[src/common/cdiv_regs.svh]
`ifndef CDIV_REGS_SVH
`define CDIV_REGS_SVH

`define CDIV_CH3_CNT1  9'h199
`define CDIV_CH3_PHASE 9'h19A
`define CDIV_CH3_CNT2  9'h19B
`define CDIV_CH3_START 9'h19C
`define CDIV_CH3_DUTY  9'h19D
`define CDIV_CH4_CNT1  9'h19E
`define CDIV_CH4_PHASE 9'h19F
`define CDIV_CH4_CNT2  9'h1A0
`define CDIV_CH4_START 9'h1A1
`define CDIV_CH4_DUTY  9'h1A2
`define CDIV_CTRL      9'h1A4
`define CDIV_STATUS    9'h1A5

`define CDIV_START1_BIT   0
`define CDIV_START2_BIT   1
`define CDIV_BYP1_BIT     4
`define CDIV_BYP2_BIT     5
`define CDIV_DUTY_OFF_BIT 0
`define CDIV_HOLD_BIT  0
`define CDIV_SRC_BIT   1

`define CDIV_REG_RESET 8'h00
`define CDIV_SYNC_STAGES 2

`endif

[src/common/cdiv_pkg.sv]
package cdiv_pkg;

    typedef struct packed {
        logic [3:0] low_cnt;
        logic [3:0] high_cnt;
        logic [3:0] coarse_phase_steps;
        logic       initial_level_high;
        logic       bypass;
        logic       dcc_en;
    } stage_cfg_type;

    typedef enum logic [2:0] {
        PH_HOLD,
        PH_DELAY,
        PH_HIGH,
        PH_FALL,
        PH_LOW
    } stage_phase_type;

    typedef struct packed {
        stage_phase_type ph;
        logic [5:0]      cnt;
        logic            in_prev;
        logic            out;
    } stage_state_type;

    typedef struct packed {
        logic [7:0] cnt1;
        logic [7:0] phase;
        logic [7:0] cnt2;
        logic [7:0] start;
        logic       dcc_off;
    } chan_regs_type;

    typedef struct packed {
        chan_regs_type ch3;
        chan_regs_type ch4;
        logic          hold;
        logic          src_pre;
        logic          wait_req;
        logic [31:0]   rdata;
        logic          ch3_clk;
        logic          ch4_clk;
    } top_state_type;

endpackage : cdiv_pkg

[src/hdl/pin_sync.sv]
`timescale 1ns/1ps
`default_nettype none
module pin_sync
#(
    parameter int W = 1
)
(
    input  wire logic         i_core_clk,
    input  wire logic         i_rst_n,
    input  wire logic         i_ce,
    input  wire logic [W-1:0] i_pin,
    output logic      [W-1:0] o_level
);
    import cdiv_pkg::*;

    // First row is metastable; only the second row is read
    logic [1:0][W-1:0] s_q;
    logic [1:0][W-1:0] s_d;

    always_comb
    begin
        s_d    = s_q;
        s_d[0] = i_pin;
        s_d[1] = s_q[0];
    end

    always_ff @(posedge i_core_clk)
    begin
        if (!i_rst_n)
            s_q <= '0;
        else if (i_ce)
            s_q <= s_d;
    end

    assign o_level = s_q[1];

endmodule : pin_sync
`default_nettype wire

[src/hdl/div_stage.sv]
`timescale 1ns/1ps
`default_nettype none
module div_stage
(
    input  wire logic                    i_core_clk,
    input  wire logic                    i_rst_n,
    input  wire logic                    i_ce,
    input  wire logic                    i_in,
    input  wire logic                    i_run,
    input  wire cdiv_pkg::stage_cfg_type i_cfg,
    output logic                         o_out
);
    import cdiv_pkg::*;

    stage_state_type s_q;
    stage_state_type s_d;
    logic            rise;
    logic            fall;
    logic            odd_dcc;
    logic [5:0]      delay;
    logic [5:0]      high6;
    logic [5:0]      low6;

    assign rise    = i_in & ~s_q.in_prev;
    assign fall    = ~i_in & s_q.in_prev;
    assign high6   = {2'h0, i_cfg.high_cnt};
    assign low6    = {2'h0, i_cfg.low_cnt};
    // Odd ratio means the two count fields differ in parity
    assign odd_dcc = i_cfg.dcc_en & (i_cfg.low_cnt[0] ^ i_cfg.high_cnt[0]);
    assign delay   = i_cfg.initial_level_high ? {2'h0, i_cfg.coarse_phase_steps} + low6 + 6'h01
                   : {2'h0, i_cfg.coarse_phase_steps};

    always_comb
    begin
        s_d         = s_q;
        s_d.in_prev = i_in;
        if (!i_run || i_cfg.bypass)
        begin
            s_d.ph  = PH_HOLD;
            s_d.cnt = delay;
            s_d.out = (i_run && i_cfg.bypass) ? i_in : i_cfg.initial_level_high;
        end
        else
        begin
            case (s_q.ph)
                PH_HOLD:
                    s_d.ph = PH_DELAY;
                PH_DELAY:
                    if (rise)
                    begin
                        if (s_q.cnt == 6'h00)
                        begin
                            s_d.ph  = PH_HIGH;
                            s_d.out = 1'b1;
                            s_d.cnt = high6;
                        end
                        else
                            s_d.cnt = s_q.cnt - 6'h01;
                    end
                PH_HIGH:
                    if (rise)
                    begin
                        if (s_q.cnt != 6'h00)
                            s_d.cnt = s_q.cnt - 6'h01;
                        else if (odd_dcc)
                            s_d.ph = PH_FALL;
                        else
                        begin
                            s_d.ph  = PH_LOW;
                            s_d.out = 1'b0;
                            s_d.cnt = low6;
                        end
                    end
                PH_FALL:
                    // Ending high on the input's falling edge keeps odd ratios near 50%
                    if (fall)
                    begin
                        s_d.ph  = PH_LOW;
                        s_d.out = 1'b0;
                        s_d.cnt = low6;
                    end
                PH_LOW:
                    if (rise)
                    begin
                        if (s_q.cnt == 6'h00)
                        begin
                            s_d.ph  = PH_HIGH;
                            s_d.out = 1'b1;
                            s_d.cnt = high6;
                        end
                        else
                            s_d.cnt = s_q.cnt - 6'h01;
                    end
                default:
                    s_d.ph = PH_HOLD;
            endcase
        end
    end

    always_ff @(posedge i_core_clk)
    begin
        if (!i_rst_n)
            s_q <= '0;
        else if (i_ce)
            s_q <= s_d;
    end

    assign o_out = s_q.out;

    property p_start_code;
        @(posedge i_core_clk) disable iff (!i_rst_n)
        (i_ce && s_q.ph == PH_HOLD && !i_run && !i_cfg.bypass)
        |=> (s_q.cnt == ($past(i_cfg.initial_level_high)
             ? 6'd16 + {2'h0, $past(i_cfg.coarse_phase_steps)} - 6'd16
               + {2'h0, $past(i_cfg.low_cnt)} + 6'd1
             : {2'h0, $past(i_cfg.coarse_phase_steps)}));
    endproperty
    a_start_code: assert property (p_start_code) else $error("phase code load wrong");

    property p_hold_level;
        @(posedge i_core_clk) disable iff (!i_rst_n)
        (i_ce && !i_run) |=> (o_out == $past(i_cfg.initial_level_high));
    endproperty
    a_hold_level: assert property (p_hold_level) else $error("hold level wrong");

    property p_delay_end;
        @(posedge i_core_clk) disable iff (!i_rst_n)
        (i_ce && i_run && !i_cfg.bypass && s_q.ph == PH_DELAY && rise && s_q.cnt == 6'h00)
        |=> (o_out && s_q.cnt == {2'h0, $past(i_cfg.high_cnt)});
    endproperty
    a_delay_end: assert property (p_delay_end) else $error("delay end wrong");

    property p_high_end;
        @(posedge i_core_clk) disable iff (!i_rst_n)
        (i_ce && i_run && !i_cfg.bypass && s_q.ph == PH_HIGH && rise && s_q.cnt == 6'h00
         && !odd_dcc) |=> (!o_out && s_q.cnt == {2'h0, $past(i_cfg.low_cnt)});
    endproperty
    a_high_end: assert property (p_high_end) else $error("high phase length wrong");

    property p_odd_stretch;
        @(posedge i_core_clk) disable iff (!i_rst_n)
        (i_ce && i_run && !i_cfg.bypass && s_q.ph == PH_HIGH && rise && s_q.cnt == 6'h00
         && odd_dcc) |=> (o_out && s_q.ph == PH_FALL);
    endproperty
    a_odd_stretch: assert property (p_odd_stretch) else $error("odd stretch lost");

    property p_low_hold;
        @(posedge i_core_clk) disable iff (!i_rst_n)
        (i_ce && i_run && !i_cfg.bypass && s_q.ph == PH_LOW && s_q.cnt != 6'h00)
        |=> !o_out;
    endproperty
    a_low_hold: assert property (p_low_hold) else $error("low phase cut short");

endmodule : div_stage
`default_nettype wire

[src/hdl/cdiv_top.sv]
// The Avalon-MM slave port is this design's own decision.
`timescale 1ns/1ps
`default_nettype none
`include "cdiv_regs.svh"
module cdiv_top
(
    input  wire logic        i_core_clk,
    input  wire logic        i_rst_n,
    input  wire logic        i_ce,
    input  wire logic        i_in_clk,
    input  wire logic        i_pre_clk,
    input  wire logic [10:0] i_avs_address,
    input  wire logic        i_avs_read,
    input  wire logic        i_avs_write,
    input  wire logic [31:0] i_avs_writedata,
    output logic      [31:0] o_avs_readdata,
    output logic             o_avs_waitrequest,
    output logic             o_ch3_clk,
    output logic             o_ch4_clk
);
    import cdiv_pkg::*;

    top_state_type t_q;
    top_state_type t_d;

    logic [1:0]    pin_level;
    logic          src;
    logic          run;
    logic [8:0]    idx;
    logic          req;
    logic          wr_take;
    logic [7:0]    wbyte;
    logic [7:0]    rd_byte;
    stage_cfg_type cfg3_1;
    stage_cfg_type cfg3_2;
    stage_cfg_type cfg4_1;
    stage_cfg_type cfg4_2;
    logic          out3_1;
    logic          out3_2;
    logic          out4_1;
    logic          out4_2;

    // Both clock sources arrive from pins, so they are sampled before use
    pin_sync #(
        .W (2)
    ) u_pins (
        .i_core_clk (i_core_clk),
        .i_rst_n    (i_rst_n),
        .i_ce       (i_ce),
        .i_pin      ({i_pre_clk, i_in_clk}),
        .o_level    (pin_level)
    );

    // The prescaler output is divided by the same stages as the direct pin; only the source differs
    assign src = t_q.src_pre ? pin_level[1] : pin_level[0];
    assign run = ~t_q.hold;

    assign idx     = i_avs_address[10:2];
    assign req     = i_avs_read | i_avs_write;
    assign wr_take = i_avs_write & ~t_q.wait_req;
    assign wbyte   = i_avs_writedata[7:0];

    always_comb
    begin
        cfg3_1.low_cnt            = t_q.ch3.cnt1[7:4];
        cfg3_1.high_cnt           = t_q.ch3.cnt1[3:0];
        cfg3_1.coarse_phase_steps = t_q.ch3.phase[3:0];
        cfg3_1.initial_level_high = t_q.ch3.start[`CDIV_START1_BIT];
        cfg3_1.bypass             = t_q.ch3.start[`CDIV_BYP1_BIT];
        cfg3_1.dcc_en             = ~t_q.ch3.dcc_off;
        cfg3_2.low_cnt            = t_q.ch3.cnt2[7:4];
        cfg3_2.high_cnt           = t_q.ch3.cnt2[3:0];
        cfg3_2.coarse_phase_steps = t_q.ch3.phase[7:4];
        cfg3_2.initial_level_high = t_q.ch3.start[`CDIV_START2_BIT];
        cfg3_2.bypass             = t_q.ch3.start[`CDIV_BYP2_BIT];
        cfg3_2.dcc_en             = ~t_q.ch3.dcc_off;
        cfg4_1.low_cnt            = t_q.ch4.cnt1[7:4];
        cfg4_1.high_cnt           = t_q.ch4.cnt1[3:0];
        cfg4_1.coarse_phase_steps = t_q.ch4.phase[3:0];
        cfg4_1.initial_level_high = t_q.ch4.start[`CDIV_START1_BIT];
        cfg4_1.bypass             = t_q.ch4.start[`CDIV_BYP1_BIT];
        cfg4_1.dcc_en             = ~t_q.ch4.dcc_off;
        cfg4_2.low_cnt            = t_q.ch4.cnt2[7:4];
        cfg4_2.high_cnt           = t_q.ch4.cnt2[3:0];
        cfg4_2.coarse_phase_steps = t_q.ch4.phase[7:4];
        cfg4_2.initial_level_high = t_q.ch4.start[`CDIV_START2_BIT];
        cfg4_2.bypass   = t_q.ch4.start[`CDIV_BYP2_BIT];
        cfg4_2.dcc_en   = ~t_q.ch4.dcc_off;
    end

    // Second stage counts periods of the first stage's output
    div_stage u_ch3_s1 (
        .i_core_clk (i_core_clk),
        .i_rst_n    (i_rst_n),
        .i_ce       (i_ce),
        .i_in       (src),
        .i_run      (run),
        .i_cfg      (cfg3_1),
        .o_out      (out3_1)
    );

    div_stage u_ch3_s2 (
        .i_core_clk (i_core_clk),
        .i_rst_n    (i_rst_n),
        .i_ce       (i_ce),
        .i_in       (out3_1),
        .i_run      (run),
        .i_cfg      (cfg3_2),
        .o_out      (out3_2)
    );

    div_stage u_ch4_s1 (
        .i_core_clk (i_core_clk),
        .i_rst_n    (i_rst_n),
        .i_ce       (i_ce),
        .i_in       (src),
        .i_run      (run),
        .i_cfg      (cfg4_1),
        .o_out      (out4_1)
    );

    div_stage u_ch4_s2 (
        .i_core_clk (i_core_clk),
        .i_rst_n    (i_rst_n),
        .i_ce       (i_ce),
        .i_in       (out4_1),
        .i_run      (run),
        .i_cfg      (cfg4_2),
        .o_out      (out4_2)
    );

    always_comb
    begin
        case (idx)
            `CDIV_CH3_CNT1:
                rd_byte = t_q.ch3.cnt1;
            `CDIV_CH3_PHASE:
                rd_byte = t_q.ch3.phase;
            `CDIV_CH3_CNT2:
                rd_byte = t_q.ch3.cnt2;
            `CDIV_CH3_START:
                rd_byte = t_q.ch3.start;
            `CDIV_CH3_DUTY:
                rd_byte = {7'h00, t_q.ch3.dcc_off};
            `CDIV_CH4_CNT1:
                rd_byte = t_q.ch4.cnt1;
            `CDIV_CH4_PHASE:
                rd_byte = t_q.ch4.phase;
            `CDIV_CH4_CNT2:
                rd_byte = t_q.ch4.cnt2;
            `CDIV_CH4_START:
                rd_byte = t_q.ch4.start;
            `CDIV_CH4_DUTY:
                rd_byte = {7'h00, t_q.ch4.dcc_off};
            `CDIV_CTRL:
                rd_byte = {6'h00, t_q.src_pre, t_q.hold};
            `CDIV_STATUS:
                rd_byte = {2'h0, t_q.ch4_clk, t_q.ch3_clk, out4_2, out4_1, out3_2, out3_1};
            default:
                rd_byte = 8'h00;
        endcase
    end

    always_comb
    begin
        t_d          = t_q;
        t_d.ch3_clk  = out3_2;
        t_d.ch4_clk  = out4_2;
        t_d.wait_req = 1'b1;
        // One wait cycle: read data settle while waitrequest is still high
        if (req && t_q.wait_req)
        begin
            t_d.wait_req = 1'b0;
            t_d.rdata    = {24'h000000, rd_byte};
        end
        if (wr_take)
        begin
            case (idx)
                `CDIV_CH3_CNT1:
                    t_d.ch3.cnt1 = wbyte;
                `CDIV_CH3_PHASE:
                    t_d.ch3.phase = wbyte;
                `CDIV_CH3_CNT2:
                    t_d.ch3.cnt2 = wbyte;
                `CDIV_CH3_START:
                    t_d.ch3.start = wbyte;
                `CDIV_CH3_DUTY:
                    t_d.ch3.dcc_off = wbyte[`CDIV_DUTY_OFF_BIT];
                `CDIV_CH4_CNT1:
                    t_d.ch4.cnt1 = wbyte;
                `CDIV_CH4_PHASE:
                    t_d.ch4.phase = wbyte;
                `CDIV_CH4_CNT2:
                    t_d.ch4.cnt2 = wbyte;
                `CDIV_CH4_START:
                    t_d.ch4.start = wbyte;
                `CDIV_CH4_DUTY:
                    t_d.ch4.dcc_off = wbyte[`CDIV_DUTY_OFF_BIT];
                `CDIV_CTRL:
                begin
                    t_d.hold    = wbyte[`CDIV_HOLD_BIT];
                    t_d.src_pre = wbyte[`CDIV_SRC_BIT];
                end
                default:
                    t_d.hold = t_q.hold;
            endcase
        end
    end

    always_ff @(posedge i_core_clk)
    begin
        if (!i_rst_n)
        begin
            t_q             <= '0;
            t_q.ch3.cnt1    <= `CDIV_REG_RESET;
            t_q.ch3.phase   <= `CDIV_REG_RESET;
            t_q.ch3.cnt2    <= `CDIV_REG_RESET;
            t_q.ch3.start   <= `CDIV_REG_RESET;
            t_q.ch4.cnt1    <= `CDIV_REG_RESET;
            t_q.ch4.phase   <= `CDIV_REG_RESET;
            t_q.ch4.cnt2    <= `CDIV_REG_RESET;
            t_q.ch4.start   <= `CDIV_REG_RESET;
            t_q.wait_req    <= 1'b1;
        end
        else if (i_ce)
        begin
            t_q <= t_d;
        end
    end

    assign o_avs_readdata    = t_q.rdata;
    assign o_avs_waitrequest = t_q.wait_req;
    assign o_ch3_clk         = t_q.ch3_clk;
    assign o_ch4_clk         = t_q.ch4_clk;

    property p_ch3_start;
        @(posedge i_core_clk) disable iff (!i_rst_n)
        (i_ce && wr_take && idx == `CDIV_CH3_START)
        |=> (cfg3_1.initial_level_high == $past(i_avs_writedata[0])
             && cfg3_2.initial_level_high == $past(i_avs_writedata[1]));
    endproperty
    a_ch3_start: assert property (p_ch3_start) else $error("ch3 start-high not taken");

    property p_ch4_phase;
        @(posedge i_core_clk) disable iff (!i_rst_n)
        (i_ce && wr_take && idx == `CDIV_CH4_PHASE)
        |=> (cfg4_1.coarse_phase_steps == $past(i_avs_writedata[3:0])
             && cfg4_2.coarse_phase_steps == $past(i_avs_writedata[7:4]));
    endproperty
    a_ch4_phase: assert property (p_ch4_phase) else $error("ch4 offsets not taken");

    property p_dcc_off;
        @(posedge i_core_clk) disable iff (!i_rst_n)
        (i_ce && wr_take && idx == `CDIV_CH3_DUTY && i_avs_writedata[0])
        |=> (!cfg3_1.dcc_en && !cfg3_2.dcc_en);
    endproperty
    a_dcc_off: assert property (p_dcc_off) else $error("correction not disabled");

    property p_bus_answer;
        @(posedge i_core_clk) disable iff (!i_rst_n)
        (i_ce && req && o_avs_waitrequest) |=> (!o_avs_waitrequest ##1 o_avs_waitrequest);
    endproperty
    a_bus_answer: assert property (p_bus_answer) else $error("bus answer timing wrong");

endmodule : cdiv_top
`default_nettype wire

[config.mk]
export PLATFORM = sky130hd
export DESIGN_NAME = cdiv_top
export DESIGN_NICKNAME = d
export VERILOG_FILES = /design/src/common/cdiv_pkg.sv /design/src/hdl/pin_sync.sv /design/src/hdl/div_stage.sv /design/src/hdl/cdiv_top.sv
export VERILOG_INCLUDE_DIRS = /design/src /design/src/common
export SDC_FILE = /design/constraint.sdc
export NUM_CORES = 1
export LEC_CHECK = 0
export BUFFER_PORTS_ARGS = -buffer_cell sky130_fd_sc_hd__buf_2
export CELL_PAD_IN_SITES_DETAIL_PLACEMENT = 0
export CELL_PAD_IN_SITES_GLOBAL_PLACEMENT = 1
export CORE_ASPECT_RATIO = 2
export CORE_UTILIZATION = 48
export CTS_CLUSTER_SIZE = 16
export DETAILED_ROUTE_END_ITERATION = 16
export PLACE_DENSITY = 0.92
export SLEW_MARGIN = 20
export SYNTH_ARGS = -nofsm -noshare
export SYNTH_HDL_FRONTEND = slang
export SYNTH_SLANG_ARGS = --single-unit
[constraint.sdc]
create_clock -name i_core_clk -period 3.5 [get_ports i_core_clk]
set_input_delay 0.35 -clock i_core_clk [delete_from_list [all_inputs] [get_ports i_core_clk]]
set_output_delay 0.35 -clock i_core_clk [all_outputs]
set_load 0.05 [all_outputs]
Word level (Yosys, flattened, before mapping)

Index checks and enable logic that the tools add are counted.

Bitwise operators: 26
Add/subtract/negate cells: 12
Mux-type cells: 90
Reductions and logical operators: 53
Eq/ne operators: 56

Operators by type and width:

| cell                                                   | count |
|---|---|
| two-way mux 9 bit                                      | 16 |
| equality test 9 bit (second input constant)            | 12 |
| two-way mux 6 bit                                      | 16 |
| case mux 8 bit (12 select lines)                       | 1 |
| case mux 6 bit (3 select lines)                        | 4 |
| inequality test 3 x 1 -> 1 bit (second input constant) | 16 |
| case mux 3 bit (4 select lines)                        | 4 |
| AND reduction 6 bit                                    | 8 |
| two-way mux 3 bit                                      | 12 |
| two-way mux 33 bit                                     | 1 |
| AND reduction 3 bit                                    | 11 |
| two-way mux 1 bit                                      | 32 |
| AND reduction 8 bit                                    | 4 |
| adder 6 x 1 -> 6 bit (second input constant)           | 4 |
| equality test 3 x 2 -> 1 bit (second input constant)   | 8 |
| zero test 6 bit                                        | 4 |
| nonzero test 6 bit                                     | 4 |
| subtractor 6 x 1 -> 6 bit (second input constant)      | 4 |
| adder 4 x 4 -> 5 bit                                   | 4 |
| inequality test 4 bit (second input constant)          | 4 |
| nonzero test 4 bit                                     | 4 |
| equality test 3 x 1 -> 1 bit (second input constant)   | 4 |
| equality test 3 bit (second input constant)            | 4 |
| zero test 3 bit                                        | 4 |
| other kinds (11)                                       | 52 |

Output and inout port bits: 35
Register bits after elaboration: 126
Logic and storage cells: 270
Bits of input ports: 50

Longest topological paths before layout

Gate-level depths: netlist of the first run.

Word-level depth: 7
Gate-level depth with buffers: 9

Hierarchy

A second synthesis of the first run with hierarchy kept.

Cells, all modules: 1,061
Area, all modules: 9,136.3 µm²

Modules (own cells, without submodules):

| module                   | sequential area each (µm²) | cells an instance | instances | area an instance (µm²) |
|---|---|---|---|---|
| cdiv_top                 | 1,581.5                    | 448               | 1         | 4,137.7 |
| div_stage (u_ch3_s2 ...) | 220.2                      | 150               | 3         | 1,209.9 |
| div_stage (u_ch3_s1)     | 220.2                      | 150               | 1         | 1,212.4 |
| pin_sync                 | 80.1                       | 13                | 1         | 156.4 |

Worst setup path before layout of the first run

Ideal clock, no wire load.

Kind: register to register
Start point: register t_q (netlist bit cfg4_1[11])
End point: register u_ch4_s1.s_q[7] (netlist bit)
Setup slack: 1,296 ps
Clock period less this slack: 2,204 ps
Cell stages (with the launch flop): 9
Path buffers: 0
Required time: 3,408 ps
Setup time: 92 ps
Data arrival time: 2,111 ps
Cell sequence: dfxtp_1 > ha_1 > fa_1 > xor2_1 > and3_1 > nand3_1 > or4_1 > o31a_1 > o32ai_1

Cells in the longest elaborated chain, start to end: 4
Elaborated cells on any way between the ends: 8
Those cells by class: 2 x add/sub; 1 x eq/ne; 2 x mux; 2 x bitwise; 1 x reduce/logical

RTL lines:

| item                                                              | RTL line                         | text |
|---|---|---|
| from (decl)                                                       | cdiv_top.sv:23                   | `top_state_type t_q;` |
| from (signal assigned)                                            | cdiv_top.sv:227                  | `t_q <= t_d;` |
| adder 4 x 4 -> 5 bit / XOR 1 bit (equally long branches)          | div_stage.sv:30, div_stage.sv:29 |  |
| adder 6 x 1 -> 6 bit / AND 1 bit (equally long branches)          | div_stage.sv:30, div_stage.sv:29 |  |
| two-way mux 6 bit / inequality test 4 bit (equally long branches) | n/a                              |  |
| two-way mux 9 bit / AND reduction 6 bit (equally long branches)   | n/a                              |  |
| to (signal assigned)                                              | div_stage.sv:103                 | `s_q <= '0;` |
| to (signal assigned)                                              | div_stage.sv:105                 | `s_q <= s_d;` |
| to (decl)                                                         | div_stage.sv:15                  | `stage_state_type s_q;` |

Parallel ways exist; a longest one is shown, timed or not.
A chain may end at the register's enable or synchronous reset.

Worst setup path in the final report of the first run

Same ends and word-level chain as after synthesis.

==> impl_metrics.yaml, run 1 <==
run_status:
  outcome: "completed"
logic_synthesis:
  ys_warn_count: 0
  ys.flop_type: "dfxtp_1"
  synth_top_cell_area_share_pct: 30.7
  syn_inst: 1010
  synth_area_leaders: "dfxtp_1, mux2i_1, nor2_1"
  synthArstFlopShare_pct: 0
  ys_seq_elements: 126
  synth.distinct_cells: 78
  synth_edf_count: 0
  netlist_area_mm2: 0.00823
  ys_seq_area_share_pct: 30.7
  syn_area_per_cell_um2: 8.15
  synth_top_area_cell: "dfxtp_1"
setup_path:
  critical_path_peak_fanout: 5
  startpoint: "cfg4_1[11]$_SDFFE_PN0P_"
  arrival_ps: 2870
  rr_startpoint: "cfg4_1[11]$_SDFFE_PN0P_"
  cp.required_ps: 3840
  cp-start-kind: "register"
  worstSetupPathType: "register to register"
  end_kind: "register"
die:
  die_y_um: 187
  dieArea_mm2: 0.0177
  die_w_um: 94.6
  core_area_mm2: 0.0168
  rows: 67
  ios: 85
  start_util_pct: 49.1
power:
  share_comb_of_total_power_pct: 30.0
  power_frac_seq_pct: 33.9
  pwr-share-clk_pct: 36.1
  p_per_area_mw_per_mm2: 561
  vdd_drop_max_uv: 426
  sw_frac_of_total_pct: 34.7
  p_int_mw: 3.27
  p_leak_nw: 3.74
  power_mw: 5.00
  power_switching_mw: 1.74
sta:
  tns_ps: 0
  fin_crit_sh_pct: 72.5
  timing.hold.ws_ps: 155
  postLayoutSetupSlackWorst_ps: 964
  max_freq_ghz: 0.394
  tightestPinTransition_ps: 791
  maxSlewHeadroom_pct: 46.9
  slew_violations: 0
  period_needed_ps: 2540
  setup_violations: 0
  fin_skew_ps: 9.07
  rsz0062_at_grt: "no"
  hold_viol_final: 0
clock_network:
  clock-sinks: 126
  cts_buffers: 17
  ctsLongestPathBuffers: 2
  tritoncts: "done"
  cts_setup_buffers: 0
  htreeDepth: 4
  clkLatencyLatePin_ps: 430
  cts_hold_buf: 0
  path_clk_slew_ps: 60
  cts-root-buf: "clkbuf_16"
  cts_resized: 0
cells_and_area:
  nFillCells: 1618
  drive_gt1_share_pct: 11.0
  area_growth_syn_to_layout_pct: 8.45
  final_cell_mix: "dfxtp_1, nor2_1, nand2_1"
  utilization_pct: 53.2
  nets: 1074
  instances_no_fill: 1216
  final_common_cell: "dfxtp_1"
  postLayoutCellArea_mm2: 0.00892
  antenna_cells: 0
  multi_input_area_mm2: 0.00519
  register_area_mm2: 0.00252
global_routing:
  grt_pass1_wl_um: 37600
  overflow: 0
  grt_pass1_vias: 7197
  grt_max_degree: 64
  antenna_found_initial: 0
  gr-usage-all-layers_pct: 28.0
job:
  cap_violations: 0
min_path:
  hp-start: "i_pre_clk"
  hp-class: "primary input to register"
placement:
  hpwl_um: 17200
  numPortBuffers: 34
  dp_cells: 1184
  post-place-ws_ps: 994
  place_area_mm2: 0.00833
  gp_congestion: 0.897
route:
  first_pass_iters: 5
  drt_iter0_drc: 486
  drc: 0
  antenna_left: 0
  num_vias: 7419
  detail_route.vias_per_cell: 6.10
  wl_per_cell_um: 19.3
  wirelength_um: 23500
## Yosys cell counts (8+ instances only)
library cell / instances
nor2b_1: 15
dfxtp_1: 126
a21oi_1: 77
o21ai_0: 48
ha_1: 24
o31ai_1: 10
nand2_1: 90
mux2i_1: 78
xor2_1: 17
a221oi_1: 8
a31oi_1: 8
nor2_1: 122
mux2_2: 8
a211oi_1: 12
nand3b_1: 9
buf_2: 11
buf_4: 32
nand3_1: 25
xnor2_1: 18
nor3_1: 26
inv_1: 21
clkbuf_1: 56
or3_1: 10
## worst max-delay path, cell delays in order (launching register included)
cell,delay (ps)
dfxtp_1,410
ha_1,270
fa_1,410
xor2_1,270
and3_1,240
nand3_1,80
or4_1,440
o31a_1,120
o32ai_1,200
## cell type report
type	count	share of cell area (%)
Timing Repair Buffer	47	3.14
Clock buffer	20	5.00
Multi-Input combinational cell	783	58.2
Inverter	21	0.883
Sequential cell	126	28.3
Tap cell	207	2.90
Clock inverter	12	1.61
## per-layer routing
layer	share of wire [%]	GRT usage, %	vias up
met4	5.8	17.5	0
met5	0	0	-
li1	-	-	3577
met2	54	50.8	252
met1	37	29.0	3509
met3	3.9	4.39	81
## kinds of logic (layout without fill, tap and decap cells)
logic type               count (synthesis)  count (layout)  synth area share (%)
AND/OR/NAND/NOR                        358             358                  21.1
AO/OA/AOI/OAI                          243             243                  19.6
flip-flops                             126             126                  30.7
buffers and inverters                  124             100                  7.28
multiplexers                            93              93                  12.5
XOR/XNOR                                37              37                  4.27
adder cells (fa/ha/maj)                 28              28                  4.62
other                                    1              24                0.0456
## flip-flops by register name, summed over array words and instances (netlist names)
register and flops:
cfg3_1 14, cfg3_2 14, cfg4_1 14, cfg4_2 14, o_avs_readdata 8, o_avs_waitrequest 1, o_ch3_clk 1, o_ch4_clk 1
t_q 12, u_ch3_s1.o_out 1, u_ch3_s1.s_q 10, u_ch3_s2.o_out 1, u_ch3_s2.s_q 10, u_ch4_s1.o_out 1, u_ch4_s1.s_q 9, u_ch4_s2.o_out 1
u_ch4_s2.s_q 10, u_pins.o_level 2, u_pins.s_d 2
## path summary, 6_finish.rpt
check             cells past startpoint                      endpoint  slack, ps
setup / recovery                      8  u_ch4_s1.s_q[7]$_SDFFE_PN0P_        960
hold / removal                        3    u_pins.s_d[3]$_SDFFE_PN0P_        150
setup reg to reg                      8  u_ch4_s1.s_q[7]$_SDFFE_PN0P_        960
hold reg to reg                       2          t_q[41]$_SDFFE_PN0P_        460
## power groups by stage
stage | clock network [mW] | registers (mW) | logic, mW
finish | 1.81 | 1.70 | 1.50
global route | 1.89 | 1.72 | 1.67
CTS | 1.82 | 1.69 | 1.50
detailed placement | 0 | 1.72 | 1.50
global placement | 0 | 1.72 | 1.48
floorplan | 0 | 1.63 | 1.30
(Power assumes the default switching activity.)
==> run 2, diff against run 1 <==
CORE_UTILIZATION = 41   (was 48)
PLACE_DENSITY = 0.84   (was 0.92)
clock period = 2.3 ns   (was 3.5 ns; I/O delays follow)
==> run 2 against run 1 <==
Compared with the run above:
- the flow now finishes with violations (DRC)
- sequential power grew 50%
- first-iteration DRC count is 5.6% lower
- die area increased by 17%
- highest routed layer unchanged
==> impl_metrics.yaml, run 2 (synthesis results as in run 1) <==
run_status:
  outcome: "complete, but fails checks"
  violations: "DRC"
clock_network:
  clock-sinks: 126
  path_clk_slew_ps: 60
  cts_hold_buf: 0
  ctsLongestPathBuffers: 2
  cts-root-buf: "clkbuf_16"
  clkLatencyLatePin_ps: 430
  tritoncts: "done"
  htreeDepth: 4
  cts_buffers: 17
setup_path:
  critical_path_peak_fanout: 8
  end_kind: "register"
  worstSetupPathType: "register to register"
  cp-start-kind: "register"
  regToRegSetupSlack_ps: 60
  arrival_ps: 2540
  cp.required_ps: 2600
cells_and_area:
  multi_input_area_mm2: 0.00527
  final_cell_mix: "dfxtp_1, nor2_1, buf_4"
  final_common_cell: "dfxtp_1"
  utilization_pct: 49.1
  nets: 1155
  postLayoutCellArea_mm2: 0.00969
  nFillCells: 1945
  area_growth_syn_to_layout_pct: 17.8
  register_area_mm2: 0.00252
  drive_gt1_share_pct: 18.4
sta:
  maxSlewHeadroom_pct: 59.0
  fin_skew_ps: 7.54
  period_needed_ps: 2240
  rsz0062_at_grt: "yes"
  tightestPinTransition_ps: 613
  slew_violations: 0
  fin_crit_sh_pct: 97.4
  setup_violations: 0
  max_freq_ghz: 0.446
  postLayoutSetupSlackWorst_ps: 59.1
  timing.hold.ws_ps: 34.3
  hold_viol_final: 0
global_routing:
  overflow: 0
  gr-usage-all-layers_pct: 26.1
  grt_pass1_wl_um: 40300
  antenna_found_initial: 1
  grt_pass1_vias: 7676
  grt_max_degree: 44
die:
  die_w_um: 102
  dieArea_mm2: 0.0207
  ios: 85
  rows: 73
  core_area_mm2: 0.0197
  start_util_pct: 41.7
  die_y_um: 202
power:
  vdd_drop_max_uv: 541
  power_mw: 8.17
  p_per_area_mw_per_mm2: 842
  p_leak_nw: 4.17
placement:
  post-place-ws_ps: 20.3
  gp_congestion: 0.913
  numPortBuffers: 34
  place_area_mm2: 0.00900
  hpwl_um: 19900
route:
  wl_per_cell_um: 19.5
  antenna_left: 0
  drc: 1
  wirelength_um: 26300
  drt_iter0_drc: 459
  detail_route.vias_per_cell: 5.81
  first_pass_iters: 11
  num_vias: 7858
min_path:
  hp-class: "primary input to register"
job:
  cap_violations: 0
## run 2: stage by stage
stage,setup TNS [ps],instances
global placement,0,1317
finish,0,1352
floorplan,0,1033
CTS,0,1348
detailed placement,0,1317
global route,-53.9,1352
## run 2: area by class of cell
cell class	count	share of cell area, %
well taps	262	3.38
clock buffers	24	4.97
inverters	21	0.813
multi-input cells	783	54.3
repair buffers	128	9.29
diodes	1	0.0258
clock inverters	7	1.14
flip-flops and latches	126	26.0
## run 2: repair_timing
action                     CTS  global route
resized for setup            0            17
setup endpoints to repair    1            14
setup buffers                0             3
pin swaps                    1             3
hold endpoints to repair     0             0
## run 2: final timing paths
check / cells after the start / startpoint / end
worst max-delay path: 6 / u_ch4_s1.s_q[10]$_SDFFE_PN0P_ / u_ch4_s1.s_q[2]$_SDFFE_PN0P_
worst min-delay path: 3 / i_pre_clk / u_pins.s_d[3]$_SDFFE_PN0P_
worst max register to register: 6 / u_ch4_s1.s_q[10]$_SDFFE_PN0P_ / u_ch4_s1.s_q[2]$_SDFFE_PN0P_
worst min register to register: 2 / t_q[40]$_SDFFE_PN0P_ / t_q[40]$_SDFFE_PN0P_
## run 2: critical path, cell delays in order (launching register included)
cell and delay (ps):
dfxtp_1 470, or3b_2 550, a211oi_1 260, o21ai_0 190, a21o_2 310, a211oi_1 230, a211oi_1 80
## run 2: layer usage
layer	global-route usage [%]	wire length (µm)
met1	23.8	8910
met2	49.0	14500
met3	4.74	1080
met4	19.7	1820
met5	0	0
## run 2: where the power goes
group	internal, mW	total, mW	switching [mW]
combinational	1.31	2.87	1.56
clock	1.77	2.75	0.975
sequential	2.33	2.55	0.216
total	5.42	8.17	2.75
==> run 3, diff against run 2 <==
REMOVE_ABC_BUFFERS = 1   (was default)
==> run 3 against run 2 <==
Compared with the run above:
- the flow still finishes with violations (DRC)
- combinational power barely moved
- register-to-register slack improved by 40 ps
- clock-buffer cell count fell by 5
==> impl_metrics.yaml, run 3 (synthesis results as in run 1) <==
setup_path:
  cp-start-kind: "register"
  rr_startpoint: "cfg4_1[3]$_SDFFE_PN0P_"
  cp.required_ps: 2650
  rr_worst_depth: 8
  regToRegSetupSlack_ps: 100
  arrival_ps: 2550
  critical_path_peak_fanout: 2
  end_kind: "register"
  r2r_end: "u_ch4_s1.s_q[7]$_SDFFE_PN0P_"
  worstSetupPathType: "register to register"
power:
  p_per_area_mw_per_mm2: 852
  vdd_drop_max_uv: 466
  p_leak_nw: 4.21
clock_network:
  path_clk_slew_ps: 60
  clock-sinks: 126
  ctsLongestPathBuffers: 2
  cts_hold_buf: 0
  cts_buffers: 17
  htreeDepth: 4
  clkLatencyLatePin_ps: 430
  tritoncts: "done"
  cts-root-buf: "clkbuf_16"
sta:
  maxSlewHeadroom_pct: 61.3
  timing.hold.ws_ps: 38.6
  fin_skew_ps: 4.13
  hold_viol_final: 0
  fin_crit_sh_pct: 95.6
  rsz0062_at_grt: "yes"
  max_freq_ghz: 0.455
  tightestPinTransition_ps: 576
  slew_violations: 0
  postLayoutSetupSlackWorst_ps: 100
  period_needed_ps: 2200
  setup_violations: 0
die:
  core_area_mm2: 0.0197
  rows: 73
  start_util_pct: 41.7
  dieArea_mm2: 0.0207
  die_y_um: 202
  ios: 85
  die_w_um: 102
global_routing:
  overflow: 0
  grt_pass1_vias: 7887
  gr-usage-all-layers_pct: 26.8
  grt_pass1_wl_um: 41400
  antenna_found_initial: 0
  grt_max_degree: 59
run_status:
  violations: "DRC"
  outcome: "complete, but fails checks"
route:
  drt_iter0_drc: 439
  drc: 1
  wirelength_um: 26100
  num_vias: 7842
  detail_route.vias_per_cell: 5.77
  first_pass_iters: 13
  antenna_left: 0
  wl_per_cell_um: 19.2
cells_and_area:
  antenna_cells: 0
  drive_gt1_share_pct: 19.8
  instances_no_fill: 1358
  nets: 1161
  final_common_cell: "dfxtp_1"
  area_growth_syn_to_layout_pct: 19.2
  postLayoutCellArea_mm2: 0.00981
  final_cell_mix: "dfxtp_1, nor2_1, buf_4"
placement:
  gp_congestion: 0.958
  post-place-ws_ps: -22.7
  place_area_mm2: 0.00905
  numPortBuffers: 34
  dp_cells: 1325
  hpwl_um: 20000
job:
  cap_violations: 0
min_path:
  whs_endpoint: "u_pins.s_d[2]$_SDFFE_PN0P_"
  hp-class: "primary input to register"
  hp-start: "i_in_clk"
  min_path_cells: 3
[run 3: cell types whose count changed in the layout (fill, tap and decap cells not counted), moves of 2 or more]
cell	delta
clkinvlp_4	+6
clkinv_2	-2
a221oi_2	+2
clkbuf_1	-4
buf_4	+7
inv_2	-2
nor2_1	-2
[run 3: power breakdown]
| part | leakage [nW] | internal (mW) | switching [mW] |
|---|---|---|---|
| logic | 2.90 | 1.32 | 1.58 |
| registers | 1.02 | 2.33 | 0.191 |
| clock network | 0.294 | 1.87 | 1.06 |
| total | 4.21 | 5.52 | 2.84 |
[run 3: final cells by class]
class	instances	area (µm²)
Tap cell	262	328
Clock buffer	19	453
Sequential cell	126	2520
Clock inverter	13	188
Multi-Input combinational cell	783	5300
Inverter	21	80.1
Fill cell	1963	9920
Timing Repair Buffer	134	933
[run 3: worst max-delay path by stage]
stage	start	to	slack [ps]	cells after the start
after CTS	cfg4_1[3]$_SDFFE_PN0P_	u_ch4_s1.s_q[7]$_SDFFE_PN0P_	9	8
after floorplan	i_avs_address[8]	cfg4_1[10]$_SDFFE_PN0P_	-360	6
final	cfg4_1[3]$_SDFFE_PN0P_	u_ch4_s1.s_q[7]$_SDFFE_PN0P_	100	8
after detailed placement	u_ch3_s1.s_q[2]$_SDFFE_PN0P_	u_ch3_s1.s_q[5]$_SDFFE_PN0P_	-20	8
after global routing	u_ch3_s1.s_q[2]$_SDFFE_PN0P_	u_ch3_s1.s_q[5]$_SDFFE_PN0P_	-50	9
after global placement	u_ch3_s1.s_q[2]$_SDFFE_PN0P_	u_ch3_s1.s_q[5]$_SDFFE_PN0P_	-60	8
[run 3: metal layers]
| layer | global-route usage, % | vias to the layer above | wire length [µm] |
|---|---|---|---|
| met4 | 23.9 | 0 | 2400 |
| met2 | 48.0 | 237 | 14000 |
| li1 | - | 3739 | - |
| met5 | 0 | - | 0 |
| met1 | 24.8 | 3747 | 8680 |
| met3 | 5.33 | 119 | 988 |
[run 3: repair_timing]
action | CTS | global route
gates resized for setup | 2 | 21
endpoints found under the setup margin | 3 | 21
pin swaps | 1 | 2
setup buffers | 0 | 1
[run 3: stage by stage]
stage | power (mW) | utilization (%) | TNS (ps)
6_report | 8.36 | 49.7 | 0
5_1_grt | 8.82 | 49.7 | -126
4_1_cts | 8.29 | 49.1 | 0
3_5_place_dp | 5.34 | 45.9 | -22.7
3_3_place_gp | 5.32 | 45.9 | -58.7
2_1_floorplan | 4.31 | - | -3190
[run 3: worst max-delay path, cell delays in order (launching register included)]
cell     delay [ps]
dfxtp_1         320
ha_1            240
fa_2            390
xor2_2          180
and3_4          210
nand3_1          70
or4_1           400
o31a_1          130
o32ai_2         180
